**src/sdt_pkg.sv**
```systemverilog
// shared constants and carriers for the switch delay timer family
// assumes a 100 MHz system clock and one logic cycle per 10 ms tick
`default_nettype none
package sdt_pkg;
  localparam int unsigned SDT_CLK_HZ = 100000000;
  localparam int unsigned SDT_TICK_MS = 10;
  localparam int unsigned SDT_TICK_CYC = SDT_CLK_HZ / 1000 * SDT_TICK_MS;
  localparam int unsigned SDT_FIX_MAX_S = 300;
  localparam int unsigned SDT_AOFF_MAX_S = 600;
  localparam int unsigned SDT_AON_MAX_S = 300;
  localparam int unsigned SDT_FIX_MAX_T = SDT_FIX_MAX_S * 1000 / SDT_TICK_MS;
  localparam int unsigned SDT_AOFF_MAX_T = SDT_AOFF_MAX_S * 1000 / SDT_TICK_MS;
  localparam int unsigned SDT_AON_MAX_T = SDT_AON_MAX_S * 1000 / SDT_TICK_MS;
  localparam int SDT_TW = 17;
  typedef logic [SDT_TW-1:0] sdt_time_t;
  localparam sdt_time_t SDT_TIME_RST = 17'h00000;
  typedef struct packed {
    logic ctrl;
    logic [3:0] dly;
  } sdt_in_s;
  typedef struct packed {
    sdt_time_t t3;
    sdt_time_t t2;
    sdt_time_t t1;
    sdt_time_t t0;
  } sdt_cfg4_s;
  typedef struct packed {
    logic release_out;
    logic time_change;
  } sdt_out_s;
endpackage
`default_nettype wire

```
**src/sdt_timers.sv**
```systemverilog
// switch delay timers: fixed off/on delay and adjustable off/on delay
// assumes inputs come from unrelated logic (synchronised here) and
// configuration is held stable by the configuring party
//
// How it works
// - fixed off-delay starts on a falling input and drops release when time runs out if still low.
// - off-delay timers force release high and clear the count while running with the control high.
// - fixed times run from zero to 300 s in 10 ms ticks.
// - adjustable timers sum the configured times whose delay input is set.
// - adjustable off-delay times run to 600 s each and their sum is capped at 600 s.
// - an off-delay input counts only when its configured time is nonzero.
// - adjustable off-delay starts on a falling control and drops release after the sum if still low.
// - adjustable off-delay latches the delay inputs at the falling edge.
// - a delay input change during a sequence sets time change until control returns to idle level or run stops.
// - a low off-delay control in the first run cycle keeps release low with no delay.
// - fixed on-delay starts on a rising input and raises release when time runs out if still high.
// - on-delay timers force release low and clear the count while the control is low.
// - adjustable on-delay starts on a rising control, raises release after the sum, 300 s per time.
// - adjustable on-delay latches the delay inputs at the rising edge.
// - a high on-delay control in the first run cycle raises release at once.
`timescale 1ns/10ps
`default_nettype none
module sdt_timers
#(
  parameter int unsigned TICK_CYC = sdt_pkg::SDT_TICK_CYC
)
(
  // clock and reset
  input wire logic clk_sys,
  input wire logic rst,
  // controller state: high while running
  input wire logic run,
  // control and delay inputs
  input wire logic foff_ctrl,
  input wire logic fon_ctrl,
  input wire sdt_pkg::sdt_in_s aoff_in,
  input wire sdt_pkg::sdt_in_s aon_in,
  // configured times in 10 ms ticks
  input wire sdt_pkg::sdt_time_t foff_time,
  input wire sdt_pkg::sdt_time_t fon_time,
  input wire sdt_pkg::sdt_cfg4_s aoff_cfg,
  input wire sdt_pkg::sdt_cfg4_s aon_cfg,
  // results
  output logic foff_release,
  output logic fon_release,
  output sdt_pkg::sdt_out_s aoff_out,
  output sdt_pkg::sdt_out_s aon_out,
  output logic logic_tick
);
  ////////////////////////////////////////////////////////////////////////
  // helpers
  localparam int SDT_W = sdt_pkg::SDT_TW + 2;
  function automatic sdt_pkg::sdt_time_t clip(input logic [SDT_W-1:0] v, input int unsigned mx);
    logic [SDT_W-1:0] m;
    m = SDT_W'(mx);
    clip = (v > m) ? sdt_pkg::sdt_time_t'(m) : sdt_pkg::sdt_time_t'(v);
  endfunction
  function automatic sdt_pkg::sdt_time_t sum4(input sdt_pkg::sdt_cfg4_s c, input logic [3:0] en,
                                               input int unsigned each, input int unsigned tot);
    logic [SDT_W-1:0] s;
    s = '0;
    if (en[0]) s = s + SDT_W'(clip(SDT_W'(c.t0), each));
    if (en[1]) s = s + SDT_W'(clip(SDT_W'(c.t1), each));
    if (en[2]) s = s + SDT_W'(clip(SDT_W'(c.t2), each));
    if (en[3]) s = s + SDT_W'(clip(SDT_W'(c.t3), each));
    sum4 = clip(s, tot);
  endfunction
  ////////////////////////////////////////////////////////////////////////
  // synchronisers and logic-cycle tick
  localparam int NS = 13;
  logic [NS-1:0] raw, s1_q, s2_q, smp_q, prv_q;
  logic first_q;
  logic [31:0] div_q;
  logic tick_q;
  assign raw = {run, foff_ctrl, fon_ctrl, aoff_in, aon_in};
  wire tick_now = (div_q == TICK_CYC - 1);
  always_ff @(posedge clk_sys or posedge rst)
  begin
    if (rst)
    begin
      s1_q <= '0;
      s2_q <= '0;
      div_q <= '0;
      tick_q <= 1'b0;
    end
    else
    begin
      s1_q <= raw;
      s2_q <= s1_q;
      div_q <= tick_now ? 32'h00000000 : div_q + 32'h00000001;
      tick_q <= tick_now;
    end
  end
  // sampled views, one per logic cycle
  always_ff @(posedge clk_sys or posedge rst)
  begin
    if (rst)
    begin
      smp_q <= '0;
      prv_q <= '0;
      first_q <= 1'b0;
    end
    else if (tick_q)
    begin
      smp_q <= s2_q;
      prv_q <= smp_q;
      first_q <= s2_q[12] & ~smp_q[12];
    end
  end
  wire run_ok = smp_q[12];
  wire foff_c = smp_q[11], foff_p = prv_q[11];
  wire fon_c = smp_q[10], fon_p = prv_q[10];
  wire aoff_c = smp_q[9], aoff_p = prv_q[9];
  wire [3:0] aoff_d = smp_q[8:5], aoff_dp = prv_q[8:5];
  wire aon_c = smp_q[4], aon_p = prv_q[4];
  wire [3:0] aon_d = smp_q[3:0], aon_dp = prv_q[3:0];
  // one step strobe, one cycle after the sample update
  logic step_q;
  always_ff @(posedge clk_sys or posedge rst)
  begin
    if (rst) step_q <= 1'b0;
    else step_q <= tick_q;
  end
  ////////////////////////////////////////////////////////////////////////
  // timer channel state: count remaining, running flag
  // index 0 foff, 1 fon, 2 aoff, 3 aon
  sdt_pkg::sdt_time_t cnt_q [4];
  logic [3:0] act_q, rel_q;
  logic [1:0] tc_q;
  wire [3:0] ctrl_c = {aon_c, aoff_c, fon_c, foff_c};
  wire [3:0] ctrl_p = {aon_p, aoff_p, fon_p, foff_p};
  wire [3:0] is_off = 4'b0101;
  // zero off-delay times never count as activated, for the sum and for time change
  wire [3:0] aoff_msk = {|aoff_cfg.t3, |aoff_cfg.t2, |aoff_cfg.t1, |aoff_cfg.t0};
  wire [3:0] aoff_en = aoff_d & aoff_msk;
  sdt_pkg::sdt_time_t start_t [4];
  assign start_t[0] = clip(SDT_W'(foff_time), sdt_pkg::SDT_FIX_MAX_T);
  assign start_t[1] = clip(SDT_W'(fon_time), sdt_pkg::SDT_FIX_MAX_T);
  assign start_t[2] = sum4(aoff_cfg, aoff_en, sdt_pkg::SDT_AOFF_MAX_T,
                           sdt_pkg::SDT_AOFF_MAX_T);
  assign start_t[3] = sum4(aon_cfg, aon_d, sdt_pkg::SDT_AON_MAX_T,
                           sdt_pkg::SDT_AON_MAX_T * 4);
  wire [3:0] dchg = {|(aon_d ^ aon_dp), |((aoff_d ^ aoff_dp) & aoff_msk), 2'b00};
  genvar g;
  generate
    for (g = 0; g < 4; g++)
    begin : g_ch
      // idle level: high for off-delay, low for on-delay
      wire idle = is_off[g] ? ctrl_c[g] : ~ctrl_c[g];
      wire trig = is_off[g] ? (ctrl_p[g] & ~ctrl_c[g]) : (~ctrl_p[g] & ctrl_c[g]);
      wire held = is_off[g] ? 1'b1 : 1'b0;
      always_ff @(posedge clk_sys or posedge rst)
      begin
        if (rst)
        begin
          cnt_q[g] <= sdt_pkg::SDT_TIME_RST;
          act_q[g] <= 1'b0;
          rel_q[g] <= 1'b0;
        end
        else if (step_q)
        begin
          if (!run_ok)
          begin
            cnt_q[g] <= sdt_pkg::SDT_TIME_RST;
            act_q[g] <= 1'b0;
            rel_q[g] <= 1'b0;
          end
          else if (idle)
          begin
            cnt_q[g] <= sdt_pkg::SDT_TIME_RST;
            act_q[g] <= 1'b0;
            rel_q[g] <= held;
          end
          else if (first_q)
          begin
            act_q[g] <= 1'b0;
            rel_q[g] <= ~held;
          end
          else if (trig)
          begin
            if (start_t[g] <= sdt_pkg::sdt_time_t'(1))
            begin
              act_q[g] <= 1'b0;
              rel_q[g] <= ~held;
            end
            else
            begin
              cnt_q[g] <= start_t[g] - sdt_pkg::sdt_time_t'(1);
              act_q[g] <= 1'b1;
            end
          end
          else if (act_q[g])
          begin
            if (cnt_q[g] <= sdt_pkg::sdt_time_t'(1))
            begin
              act_q[g] <= 1'b0;
              rel_q[g] <= ~held;
            end
            else
              cnt_q[g] <= cnt_q[g] - sdt_pkg::sdt_time_t'(1);
          end
        end
      end
    end
  endgenerate
  ////////////////////////////////////////////////////////////////////////
  // time change flags, set wins while the sequence runs
  generate
    for (g = 2; g < 4; g++)
    begin : g_tc
      always_ff @(posedge clk_sys or posedge rst)
      begin
        if (rst) tc_q[g-2] <= 1'b0;
        else if (step_q)
        begin
          if (act_q[g] && dchg[g]) tc_q[g-2] <= 1'b1;
          else if (g_ch[g].idle || !run_ok) tc_q[g-2] <= 1'b0;
        end
      end
    end
  endgenerate
  ////////////////////////////////////////////////////////////////////////
  // registered outputs
  always_ff @(posedge clk_sys or posedge rst)
  begin
    if (rst)
    begin
      foff_release <= 1'b0;
      fon_release <= 1'b0;
      aoff_out <= '0;
      aon_out <= '0;
      logic_tick <= 1'b0;
    end
    else
    begin
      foff_release <= rel_q[0];
      fon_release <= rel_q[1];
      aoff_out <= '{release_out: rel_q[2], time_change: tc_q[0]};
      aon_out <= '{release_out: rel_q[3], time_change: tc_q[1]};
      logic_tick <= step_q;
    end
  end
  ////////////////////////////////////////////////////////////////////////
  // checks
  a_off_idle_high: assert property (@(posedge clk_sys) disable iff (rst)
    (step_q && run_ok && foff_c) |=> ##1 foff_release) else $error("off release not high");
  a_on_idle_low: assert property (@(posedge clk_sys) disable iff (rst)
    (step_q && fon_c == 1'b0) |=> ##1 !fon_release) else $error("on release not low");
  a_aoff_idle: assert property (@(posedge clk_sys) disable iff (rst)
    (step_q && run_ok && aoff_c && !first_q) |=> ##1 aoff_out.release_out)
    else $error("adj off release not high");
  a_aon_idle: assert property (@(posedge clk_sys) disable iff (rst)
    (step_q && !aon_c) |=> ##1 !aon_out.release_out) else $error("adj on release not low");
  a_tc_set: assert property (@(posedge clk_sys) disable iff (rst)
    (step_q && run_ok && act_q[2] && dchg[2]) |=> ##1 aoff_out.time_change)
    else $error("time change not set");
  a_tc_clear: assert property (@(posedge clk_sys) disable iff (rst)
    (step_q && aon_c == 1'b0 && !act_q[3]) |=> ##1 !aon_out.time_change)
    else $error("time change not cleared");
  a_on_start: assert property (@(posedge clk_sys) disable iff (rst)
    (step_q && run_ok && !first_q && !fon_p && fon_c && start_t[1] > 17'h00001)
    |=> act_q[1] && cnt_q[1] == $past(start_t[1]) - 17'h00001)
    else $error("on timer bad start");
  a_off_start: assert property (@(posedge clk_sys) disable iff (rst)
    (step_q && run_ok && !first_q && foff_p && !foff_c && start_t[0] > 17'h00001)
    |=> act_q[0] && $stable(rel_q[0])) else $error("off timer bad start");
  a_stop_clears: assert property (@(posedge clk_sys) disable iff (rst)
    (step_q && !run_ok) |=> ##1 !foff_release && !aoff_out.release_out)
    else $error("release set while stopped");
  a_fon_first_high: assert property (@(posedge clk_sys) disable iff (rst)
    (step_q && run_ok && first_q && fon_c) |=> rel_q[1])
    else $error("on release not raised at run start");
  a_aon_first_high: assert property (@(posedge clk_sys) disable iff (rst)
    (step_q && run_ok && first_q && aon_c) |=> rel_q[3])
    else $error("adj on release not raised at run start");
  a_foff_first_low: assert property (@(posedge clk_sys) disable iff (rst)
    (step_q && run_ok && first_q && !foff_c) |=> !rel_q[0] && !act_q[0])
    else $error("off release not held low at run start");
  a_aoff_first_low: assert property (@(posedge clk_sys) disable iff (rst)
    (step_q && run_ok && first_q && !aoff_c) |=> !rel_q[2] && !act_q[2])
    else $error("adj off release not held low at run start");
  a_fix_time_cap: assert property (@(posedge clk_sys) disable iff (rst)
    cnt_q[0] < sdt_pkg::sdt_time_t'(sdt_pkg::SDT_FIX_MAX_T)
    && cnt_q[1] < sdt_pkg::sdt_time_t'(sdt_pkg::SDT_FIX_MAX_T))
    else $error("fixed delay over range");
  a_aoff_sum_cap: assert property (@(posedge clk_sys) disable iff (rst)
    cnt_q[2] < sdt_pkg::sdt_time_t'(sdt_pkg::SDT_AOFF_MAX_T))
    else $error("adj off delay over range");
  a_aon_sum_cap: assert property (@(posedge clk_sys) disable iff (rst)
    cnt_q[3] < sdt_pkg::sdt_time_t'(sdt_pkg::SDT_AON_MAX_T * 4))
    else $error("adj on delay over range");
  a_fon_zero_pass: assert property (@(posedge clk_sys) disable iff (rst)
    (step_q && run_ok && !first_q && !fon_p && fon_c && start_t[1] == 17'h00000)
    |=> rel_q[1] && !act_q[1]) else $error("zero delay not immediate");
  a_aoff_start: assert property (@(posedge clk_sys) disable iff (rst)
    (step_q && run_ok && !first_q && aoff_p && !aoff_c && start_t[2] > 17'h00001)
    |=> act_q[2] && cnt_q[2] == $past(start_t[2]) - 17'h00001) else $error("adj off bad start");
  a_aon_start: assert property (@(posedge clk_sys) disable iff (rst)
    (step_q && run_ok && !first_q && !aon_p && aon_c && start_t[3] > 17'h00001)
    |=> act_q[3] && cnt_q[3] == $past(start_t[3]) - 17'h00001) else $error("adj on bad start");
  a_aoff_count: assert property (@(posedge clk_sys) disable iff (rst)
    (step_q && run_ok && act_q[2] && !aoff_c && cnt_q[2] > 17'h00001)
    |=> cnt_q[2] == $past(cnt_q[2]) - 17'h00001) else $error("adj off count disturbed");
  a_aon_count: assert property (@(posedge clk_sys) disable iff (rst)
    (step_q && run_ok && act_q[3] && aon_c && cnt_q[3] > 17'h00001)
    |=> cnt_q[3] == $past(cnt_q[3]) - 17'h00001) else $error("adj on count disturbed");
  a_tc_hold: assert property (@(posedge clk_sys) disable iff (rst)
    (step_q && run_ok && tc_q[0] && !aoff_c) |=> tc_q[0])
    else $error("time change dropped early");
  a_fon_expiry: assert property (@(posedge clk_sys) disable iff (rst)
    (step_q && run_ok && act_q[1] && fon_c && cnt_q[1] <= 17'h00001)
    |=> rel_q[1] && !act_q[1]) else $error("on timer missed expiry");
  a_foff_expiry: assert property (@(posedge clk_sys) disable iff (rst)
    (step_q && run_ok && act_q[0] && !foff_c && cnt_q[0] <= 17'h00001)
    |=> !rel_q[0] && !act_q[0]) else $error("off timer missed expiry");
endmodule // sdt_timers
`default_nettype wire

```
**config.mk**
```make
export PLATFORM = sky130hd
export DESIGN_NAME = sdt_timers
export DESIGN_NICKNAME = d
export VERILOG_FILES = /design/src/sdt_pkg.sv /design/src/sdt_timers.sv
export SDC_FILE = /design/constraint.sdc
export NUM_CORES = 1
export LEC_CHECK = 0
export BUFFER_PORTS_ARGS = -buffer_cell sky130_fd_sc_hd__buf_2
export CELL_PAD_IN_SITES_DETAIL_PLACEMENT = 0
export CELL_PAD_IN_SITES_GLOBAL_PLACEMENT = 1
export CORE_MARGIN = 1.5
export CORE_UTILIZATION = 46
export CTS_BUF_LIST = sky130_fd_sc_hd__clkbuf_2
export DETAILED_ROUTE_END_ITERATION = 16
export PLACE_DENSITY_LB_ADDON = 0.1
export SETUP_SLACK_MARGIN = 0.02
export SLEW_MARGIN = 20
export SYNTH_ARGS = -nofsm -noshare
export SYNTH_HDL_FRONTEND = slang
export SYNTH_SLANG_ARGS = --single-unit
```
**constraint.sdc**
```tcl
create_clock -name clk_sys -period 11.3 [get_ports clk_sys]
set_clock_uncertainty 0.05 [all_clocks]
set_input_delay 0 -clock clk_sys [delete_from_list [all_inputs] [get_ports clk_sys]]
set_output_delay 0 -clock clk_sys [all_outputs]
set_load 0.01 [all_outputs]
```
# --- After elaboration in Yosys (flattened, before gate mapping) ---
# Index checks and enable logic that the tools add are counted.
classes:
  addsub: 15
  n_lt_le_gt_ge: 20
  eq_ne: 29
  muxes: 109
  bitwise: 15
  reduce_logical: 23
ops:
  columns: ["op", "count"]
  rows:
  - ["2-to-1 mux 17 bit", 42]
  - ["less-or-equal comparator 17 x 1 -> 1 bit, second input constant", 8]
  - ["subtractor 17 x 1 -> 17 bit, second input constant", 8]
  - ["adder 19 x 17 -> 19 bit", 6]
  - ["2-to-1 mux 19 bit", 6]
  - ["> comparator 17 x 15 -> 1 bit, second input constant", 6]
  - ["> comparator 17 x 16 -> 1 bit, second input constant", 4]
  - ["OR reduction 17 bit", 4]
  - ["2-to-1 mux 1 bit", 60]
  - ["inequality test 5 x 2 -> 1 bit, second input constant", 8]
  - ["adder 32 x 1 -> 32 bit, second input constant", 1]
  - ["equality test 32 x 20 -> 1 bit, second input constant", 1]
  - ["2-to-1 mux 32 bit", 1]
  - ["inequality test 4 bit, second input constant", 8]
  - ["inequality test 5 x 4 -> 1 bit, second input constant", 4]
  - ["AND reduction 5 bit", 4]
  - ["> comparator 19 x 16 -> 1 bit, second input constant", 1]
  - ["> comparator 19 x 17 -> 1 bit, second input constant", 1]
  - ["inequality test 4 x 2 -> 1 bit, second input constant", 4]
  - ["AND reduction 4 bit", 4]
  - ["inequality test 3 bit, second input constant", 4]
  - ["AND 4 bit", 2]
  - ["OR reduction 4 bit", 2]
  - ["bitwise XOR 4 bit", 2]
  - ["other kinds (7)", 20]
word_totals:
  register_bits: 171
  inputBits: 185
  word_cells: 240

# --- Depth between registers and ports, before layout ---
logic_depth:
  ltp_word: 17
  mapped_depth: 46

# --- Worst setup path before layout ---
# Ideal clock, no wire load.
synth_path:
  kind: "input-to-reg"
  start: "input port aon_cfg[17] (netlist bit)"
  end: "register cnt_q[14] (netlist bit)"
  setup_time_ns: 0.122
  arrival_ns: 8.431
  required_time_ns: 11.128
  slack_ns: 2.698
  stages: 44
  path_buffers: 3
  cell_sequence: "or4_1 > a311o_1 > a21o_1 > a21oi_1 > nor2_1 > nor3_1 > clkbuf_1 > and2_1 > ha_1 > fa_1 > a21oi_1 > nand4b_1 > a21oi_1 > nor2b_1 > o21bai_1 > a21oi_1 > xnor2_1 > mux2_2 > [8 not listed] > ha_1 > a21o_1 > a2111oi_0 > nor2_1 > o31a_1 > xor2_1 > mux2_2 > and3b_1 > a21oi_1 > clkbuf_1 > nand2_1 > ha_1 > nand2_1 > or4_1 > nor3b_1 > xor2_1 > nand2_1 > a32o_1"
synth_via:
  elab_chain_len: 16
  elab_cells_between_ends: 19
  cone_classes: "add/sub: 4; order compare: 3; eq/ne: 1; mux: 10; reduce/logical: 1"
synth_rtl:
  columns: ["item", "line", "rtl"]
  rows:
  - ["start, declared", "sdt_timers.sv:42", "input wire sdt_pkg::sdt_cfg4_s aon_cfg,"]
  - ["> comparator 17 x 15 -> 1 bit", "sdt_timers.sv:56", "clip = (v > m) ? sdt_pkg::sdt_time_t'(m) : sdt_pkg::sdt_time_t'(v);"]
  - ["2-to-1 mux 17 bit (*)", "sdt_timers.sv:56", null]
  - ["adder 19 x 17 -> 19 bit (*)", "sdt_timers.sv:63", "if (en[1]) s = s + SDT_W'(clip(SDT_W'(c.t1), each));"]
  - ["2-to-1 mux 19 bit (*)", "sdt_timers.sv:63", null]
  - ["adder 19 x 17 -> 19 bit", "sdt_timers.sv:64", "if (en[2]) s = s + SDT_W'(clip(SDT_W'(c.t2), each));"]
  - ["2-to-1 mux 19 bit (*)", "sdt_timers.sv:64", null]
  - ["adder 19 x 17 -> 19 bit", "sdt_timers.sv:65", "if (en[3]) s = s + SDT_W'(clip(SDT_W'(c.t3), each));"]
  - ["2-to-1 mux 19 bit (*)", "sdt_timers.sv:65", null]
  - ["> comparator 19 x 17 -> 1 bit", "sdt_timers.sv:56", null]
  - ["2-to-1 mux 17 bit (*)", "sdt_timers.sv:56", null]
  - ["subtractor 17 x 1 -> 17 bit", "sdt_timers.sv:188", "cnt_q[g] <= start_t[g] - sdt_pkg::sdt_time_t'(1);"]
  - ["2-to-1 mux 17 bit", "sdt_timers.sv:181", "if (start_t[g] <= sdt_pkg::sdt_time_t'(1))"]
  - ["2-to-1 mux 17 bit", "sdt_timers.sv:179", "else if (trig)"]
  - ["2-to-1 mux 17 bit", "sdt_timers.sv:174", "else if (first_q)"]
  - ["2-to-1 mux 17 bit", "sdt_timers.sv:168", "else if (idle)"]
  - ["2-to-1 mux 17 bit", "sdt_timers.sv:162", "if (!run_ok)"]
  - ["end signal, assigned by index", "sdt_timers.sv:164", "cnt_q[g] <= sdt_pkg::SDT_TIME_RST;"]
  - ["end signal, assigned by index", "sdt_timers.sv:170", "cnt_q[g] <= sdt_pkg::SDT_TIME_RST;"]
  - ["end signal, assigned by index", "sdt_timers.sv:188", null]
  - ["end, declared", "sdt_timers.sv:127", "sdt_pkg::sdt_time_t cnt_q [4];"]
# Mark *: on every way between the ends. The rest lies on a longest branch, timed or not. The select of a mux whose other input is x is not followed.
# A chain may end at the register's enable or synchronous reset.

# --- Worst setup path in the final report ---
layout_path:
  start: "input port aoff_cfg[25] (netlist bit)"
  end: "register cnt_q[33] (netlist bit)"
layout_via:
  elab_chain_len: 16
  elab_cells_between_ends: 21
  cone_classes: "add/sub: 4; order compare: 3; eq/ne: 1; mux: 10; bitwise: 1; reduce/logical: 2"
layout_rtl:
  columns: ["item", "line", "rtl"]
  rows:
  - ["start, declared", "sdt_timers.sv:41", "input wire sdt_pkg::sdt_cfg4_s aoff_cfg,"]
  - ["> comparator 17 x 16 -> 1 bit", "sdt_timers.sv:56", null]
  - ["2-to-1 mux 17 bit", "sdt_timers.sv:56", null]
  - ["adder 19 x 17 -> 19 bit", "sdt_timers.sv:63", null]
  - ["2-to-1 mux 19 bit (*)", "sdt_timers.sv:63", null]
  - ["adder 19 x 17 -> 19 bit", "sdt_timers.sv:64", null]
  - ["2-to-1 mux 19 bit (*)", "sdt_timers.sv:64", null]
  - ["adder 19 x 17 -> 19 bit", "sdt_timers.sv:65", null]
  - ["2-to-1 mux 19 bit (*)", "sdt_timers.sv:65", null]
  - ["> comparator 19 x 16 -> 1 bit", "sdt_timers.sv:56", null]
  - ["2-to-1 mux 17 bit (*)", "sdt_timers.sv:56", null]
  - ["subtractor 17 x 1 -> 17 bit", "sdt_timers.sv:188", null]
  - ["2-to-1 mux 17 bit", "sdt_timers.sv:181", null]
  - ["2-to-1 mux 17 bit", "sdt_timers.sv:179", null]
  - ["2-to-1 mux 17 bit", "sdt_timers.sv:174", null]
  - ["2-to-1 mux 17 bit", "sdt_timers.sv:168", null]
  - ["2-to-1 mux 17 bit", "sdt_timers.sv:162", null]
# Marked as above.

==> parameters.txt <==
Parameter                              Value

Run status
  Result of the run ... finished clean

Routing
  Routed via count ... 19600
  Drt initial violations ... 1423
  Post-DRT Antenna Nets ... 0
  Final Routed Wirelength ... 60700 um
  DRC violations left ... 0
  TritonRoute pass-1 iters ... 6
  Routed length per placed instance ... 18.7 um
  Via count normalized by instance count ... 6.05

Timing
  Setup_tns ... 0 ps
  Final setup vio count ... 0
  Remaining max-slew budget at the tightest pin ... 35.9%
  Tmin final ... 9710 ps
  Fmax ... 0.103 GHz
  Final Hold Viols ... 0
  Setup repair after global routing missed its margin ... no
  Count of pins over their slew limit ... 0
  Slew at the pin closest to its max-slew limit ... 961 ps
  Final worst path period share ... 86.0%
  Final WS setup ... 1590 ps

Yosys
  Ys async rst share ... 100%
  Commonest register cell after synthesis ... sky130_fd_sc_hd__dfrtp_1
  Sequential-to-total area share from yosys stat ... 23.0%
  Leading post-synthesis cells by cell area ... sky130_fd_sc_hd__dfrtp_1, sky130_fd_sc_hd__ha_1, sky130_fd_sc_hd__nand2_1
  Synthesized area per cell ... 7.70 sq um
  Number of library cell types mapped by synthesis ... 99
  Synth warnings ... 0
  Cell Area, Synth ... 18600 sq um
  Post-synth top area share ... 23.0%
  Cell count after synthesis ... 2418
  Largest area contributor in the netlist ... sky130_fd_sc_hd__dfrtp_1
  Number of flops mapped to enable cells by yosys ... 0
  FF+latch count, synth ... 171

Flow run
  Number of violations of the max-capacitance limit ... 0

Die
  Chip height ... 204 um
  X dimension of the die ... 204 um
  Rows ... 73
  Floorplan die area ... 41700 sq um
  Core region area ... 39800 sq um
  Initial standard-cell utilization of the core ... 46.8%
  Ports ... 192

Clock tree
  TritonCTS clock tree ... built
  Insertion delay of the later-clocked pin in the worst-skew pair ... 880 ps
  Number of buffers inserted during clock tree synthesis ... 17
  Resized Gates After CTS ... 0
  Clk sink count ... 171
  Root cell of the clock tree ... sky130_fd_sc_hd__clkbuf_2
  Number of buffers inserted by hold repair at cts ... 136
  H-tree depth ... 4
  Clk pin slew, worst setup/hold paths ... 290 ps
  Number of buffers inserted by post-CTS setup repair ... 0
  Clock tree buffer depth ... 2

Setup path
  Data arrival time of the critical path ... 10380 ps
  Length in cells of the worst reg-to-reg path ... 33
  Crit. path cell count ... 38
  Capturing instance or port of the critical path ... cnt_q[33]$_DFFE_PP0P_
  Critical Path Start Type ... input port
  Largest fanout on the critical path ... 16
  Slowest cell on the critical path ... sky130_fd_sc_hd__a41oi_1
  Required @ worst endpoint ... 11960 ps
  Kind of end point of the critical path ... flip-flop
  Launching point of the worst reg2reg path ... smp_q[5]$_DFFE_PP0P_
  Kind of critical path ... in2reg
  Kind of cell adding the most delay to the critical path ... compound AO/OA/AOI/OAI gates
  Crit-path most repeated cell ... sky130_fd_sc_hd__ha_1
  R2r endpoint ... cnt_q[33]$_DFFE_PP0P_
  Largest stage delay on the critical path ... 690 ps
  Reg-to-reg slack, setup ... 1640 ps
  Number of buffer and inverter stages on the critical path ... 4
  Launch point of the critical path ... aoff_cfg[25]

Min path
  Hold path cells ... 9
  Min-Delay Path Class ... in2reg
  Launch point of the worst hold path ... aoff_cfg[53]

Placed design
  DP HPWL ... 46500 um
  Placement Setup Slack ... 1150 ps
  Weighted congestion reported at the end of routability-driven placement ... 0.966
  Number of port buffers ... 191

Cells and area
  Number of nets in the layout ... 3019
  Proportion of layout cells with a drive suffix above 1 ... 12.7%
  Growth of design area from synthesis to finish ... 16.4%

Global route
  Total GRT Usage ... 29.1%
  Global-route wire length before repair ... 98000 um
  Largest net degree at the start of global routing ... 106
  Vias in the first global route ... 18800
  Total gr overflow ... 0
  Antenna violations before repair ... 1

Pwr
  Highest ir drop seen on vdd ... 0.0000857 V
  Total Power ... 1.18 mW
  PD cells ... 54.3 nW/um^2
  Leakage dissipation ... 9.82 nW
area by class of cell:
type                    instances  area (sq um)
fillers                      3895         18100
inverters                      73           279
clock inverters                13           138
clock buffers                  17          85.1
flip-flops and latches        171          4280
multi-input cells            2094         13700
diodes                          1          2.50
repair buffers                350          2490
well taps                     525           657
cells by family (layout without fill, tap and decap cells):
family	Yosys count	in the layout	share of synthesized area (%)
AO/OA/AOI/OAI	743	743	27.0
adder cells (fa/ha/maj)	127	127	8.78
buffers and inverters	164	453	3.41
flip-flops	171	171	23.0
other	1	13	0.0201
multiplexers	56	56	3.29
AND/OR/NAND/NOR	1008	1008	27.6
XOR/XNOR	148	148	6.96
worst register-to-register path: cells and delay by family, from the launching register on:
family          cells  cell delay [ps]
mux                 1              280
simple gates        6             1150
compound gates     17             5510
buf+inv             2              210
flops               1              730
fa+ha+maj           4             1110
xor+xnor            3              520
routing by layer:
metal / routed length (um) / track usage (%) / share of wire, % / up-vias
met5: 0 / 0 / 0 / -
met4: 1660 / 9.32 / 2.7 / 0
met3: 2560 / 2.44 / 4.2 / 106
met2: 28800 / 49.2 / 48 / 551
met1: 27600 / 39.0 / 45 / 9379
li1: - / - / - / 9590
per-stage QoR:
stage | area, sq um | hold slack, ps | util, % | instances
3_3_place_gp | 20100 | 57.9 | 50.4 | 3077
3_5_place_dp | 20100 | 59.3 | 50.4 | 3077
6_report | 21700 | 166 | 54.4 | 3244
2_1_floorplan | 18700 | -18.6 | - | 2429
4_1_cts | 21700 | 12.3 | 54.4 | 3243
5_1_grt | 21700 | 125 | 54.4 | 3244
worst min-delay path by stage:
stage | end | slack (ps)
floorplan | s1_q[0]$_DFF_PP0_ | -20
global route | cnt_q[35]$_DFFE_PP0P_ | 120
CTS | cnt_q[48]$_DFFE_PP0P_ | 10
detailed placement | s1_q[3]$_DFF_PP0_ | 60
finish | cnt_q[19]$_DFFE_PP0P_ | 170
global placement | s1_q[3]$_DFF_PP0_ | 60
flip-flops by register name, summed over array words and instances (netlist names):
signal,count
cnt_q,68
div_q,32
s1_q,13
s2_q,13
smp_q,13
prv_q,12
act_q,4
rel_q,4
aoff_out,2
aon_out,2
tc_q,2
first_q,1
foff_release,1
fon_release,1
logic_tick,1
step_q,1
tick_q,1
power by group:
part           total [mW]  leakage (nW)  switching, mW  internal, mW
logic               0.228          7.42          0.125         0.103
registers           0.620          2.26        0.00144         0.618
clock network       0.330         0.141          0.245        0.0854
total                1.18          9.82          0.371         0.806
layout by cell type (no fill, tap or decap), types with 41 or more instances in the layout:
master                          count
sky130_fd_sc_hd__a21oi_1          175
sky130_fd_sc_hd__and2_1            76
sky130_fd_sc_hd__and3_1            44
sky130_fd_sc_hd__buf_2            191
sky130_fd_sc_hd__dfrtp_1          171
sky130_fd_sc_hd__dlygate4sd3_1    136
sky130_fd_sc_hd__ha_1             121
sky130_fd_sc_hd__inv_1             71
sky130_fd_sc_hd__mux2_2            41
sky130_fd_sc_hd__nand2_1          247
sky130_fd_sc_hd__nand2b_1          53
sky130_fd_sc_hd__nand3_1           76
sky130_fd_sc_hd__nor2_1           203
sky130_fd_sc_hd__nor3_1            77
sky130_fd_sc_hd__nor4_1            44
sky130_fd_sc_hd__o21ai_0          166
sky130_fd_sc_hd__xnor2_1           90
sky130_fd_sc_hd__xor2_1            58
Yosys cell counts, types with 13 or more instances:
master,instances
sky130_fd_sc_hd__xor2_1,58
sky130_fd_sc_hd__mux2_2,41
sky130_fd_sc_hd__a22oi_1,13
sky130_fd_sc_hd__a31oi_1,35
sky130_fd_sc_hd__or3_1,38
sky130_fd_sc_hd__nand4_1,34
sky130_fd_sc_hd__or2_2,22
sky130_fd_sc_hd__and3_1,44
sky130_fd_sc_hd__mux2i_1,15
sky130_fd_sc_hd__clkbuf_1,78
sky130_fd_sc_hd__o211ai_1,29
sky130_fd_sc_hd__o21bai_1,17
sky130_fd_sc_hd__nand2_1,247
sky130_fd_sc_hd__ha_1,121
sky130_fd_sc_hd__inv_1,72
sky130_fd_sc_hd__a211oi_1,23
sky130_fd_sc_hd__nor2_1,203
sky130_fd_sc_hd__and2_1,76
sky130_fd_sc_hd__o21ai_0,167
sky130_fd_sc_hd__dfrtp_1,171
sky130_fd_sc_hd__o31ai_1,21
sky130_fd_sc_hd__or4_1,16
sky130_fd_sc_hd__nor4_1,44
sky130_fd_sc_hd__nor3_1,77
sky130_fd_sc_hd__o2bb2ai_1,17
sky130_fd_sc_hd__a21oi_1,175
sky130_fd_sc_hd__nor2b_1,23
sky130_fd_sc_hd__nand3_1,76
sky130_fd_sc_hd__a211o_1,13
sky130_fd_sc_hd__nand2b_1,53
sky130_fd_sc_hd__xnor2_1,90
sky130_fd_sc_hd__a21o_1,32
sky130_fd_sc_hd__o21a_1,24
No activity file was read; power rests on OpenSTA's default activity.
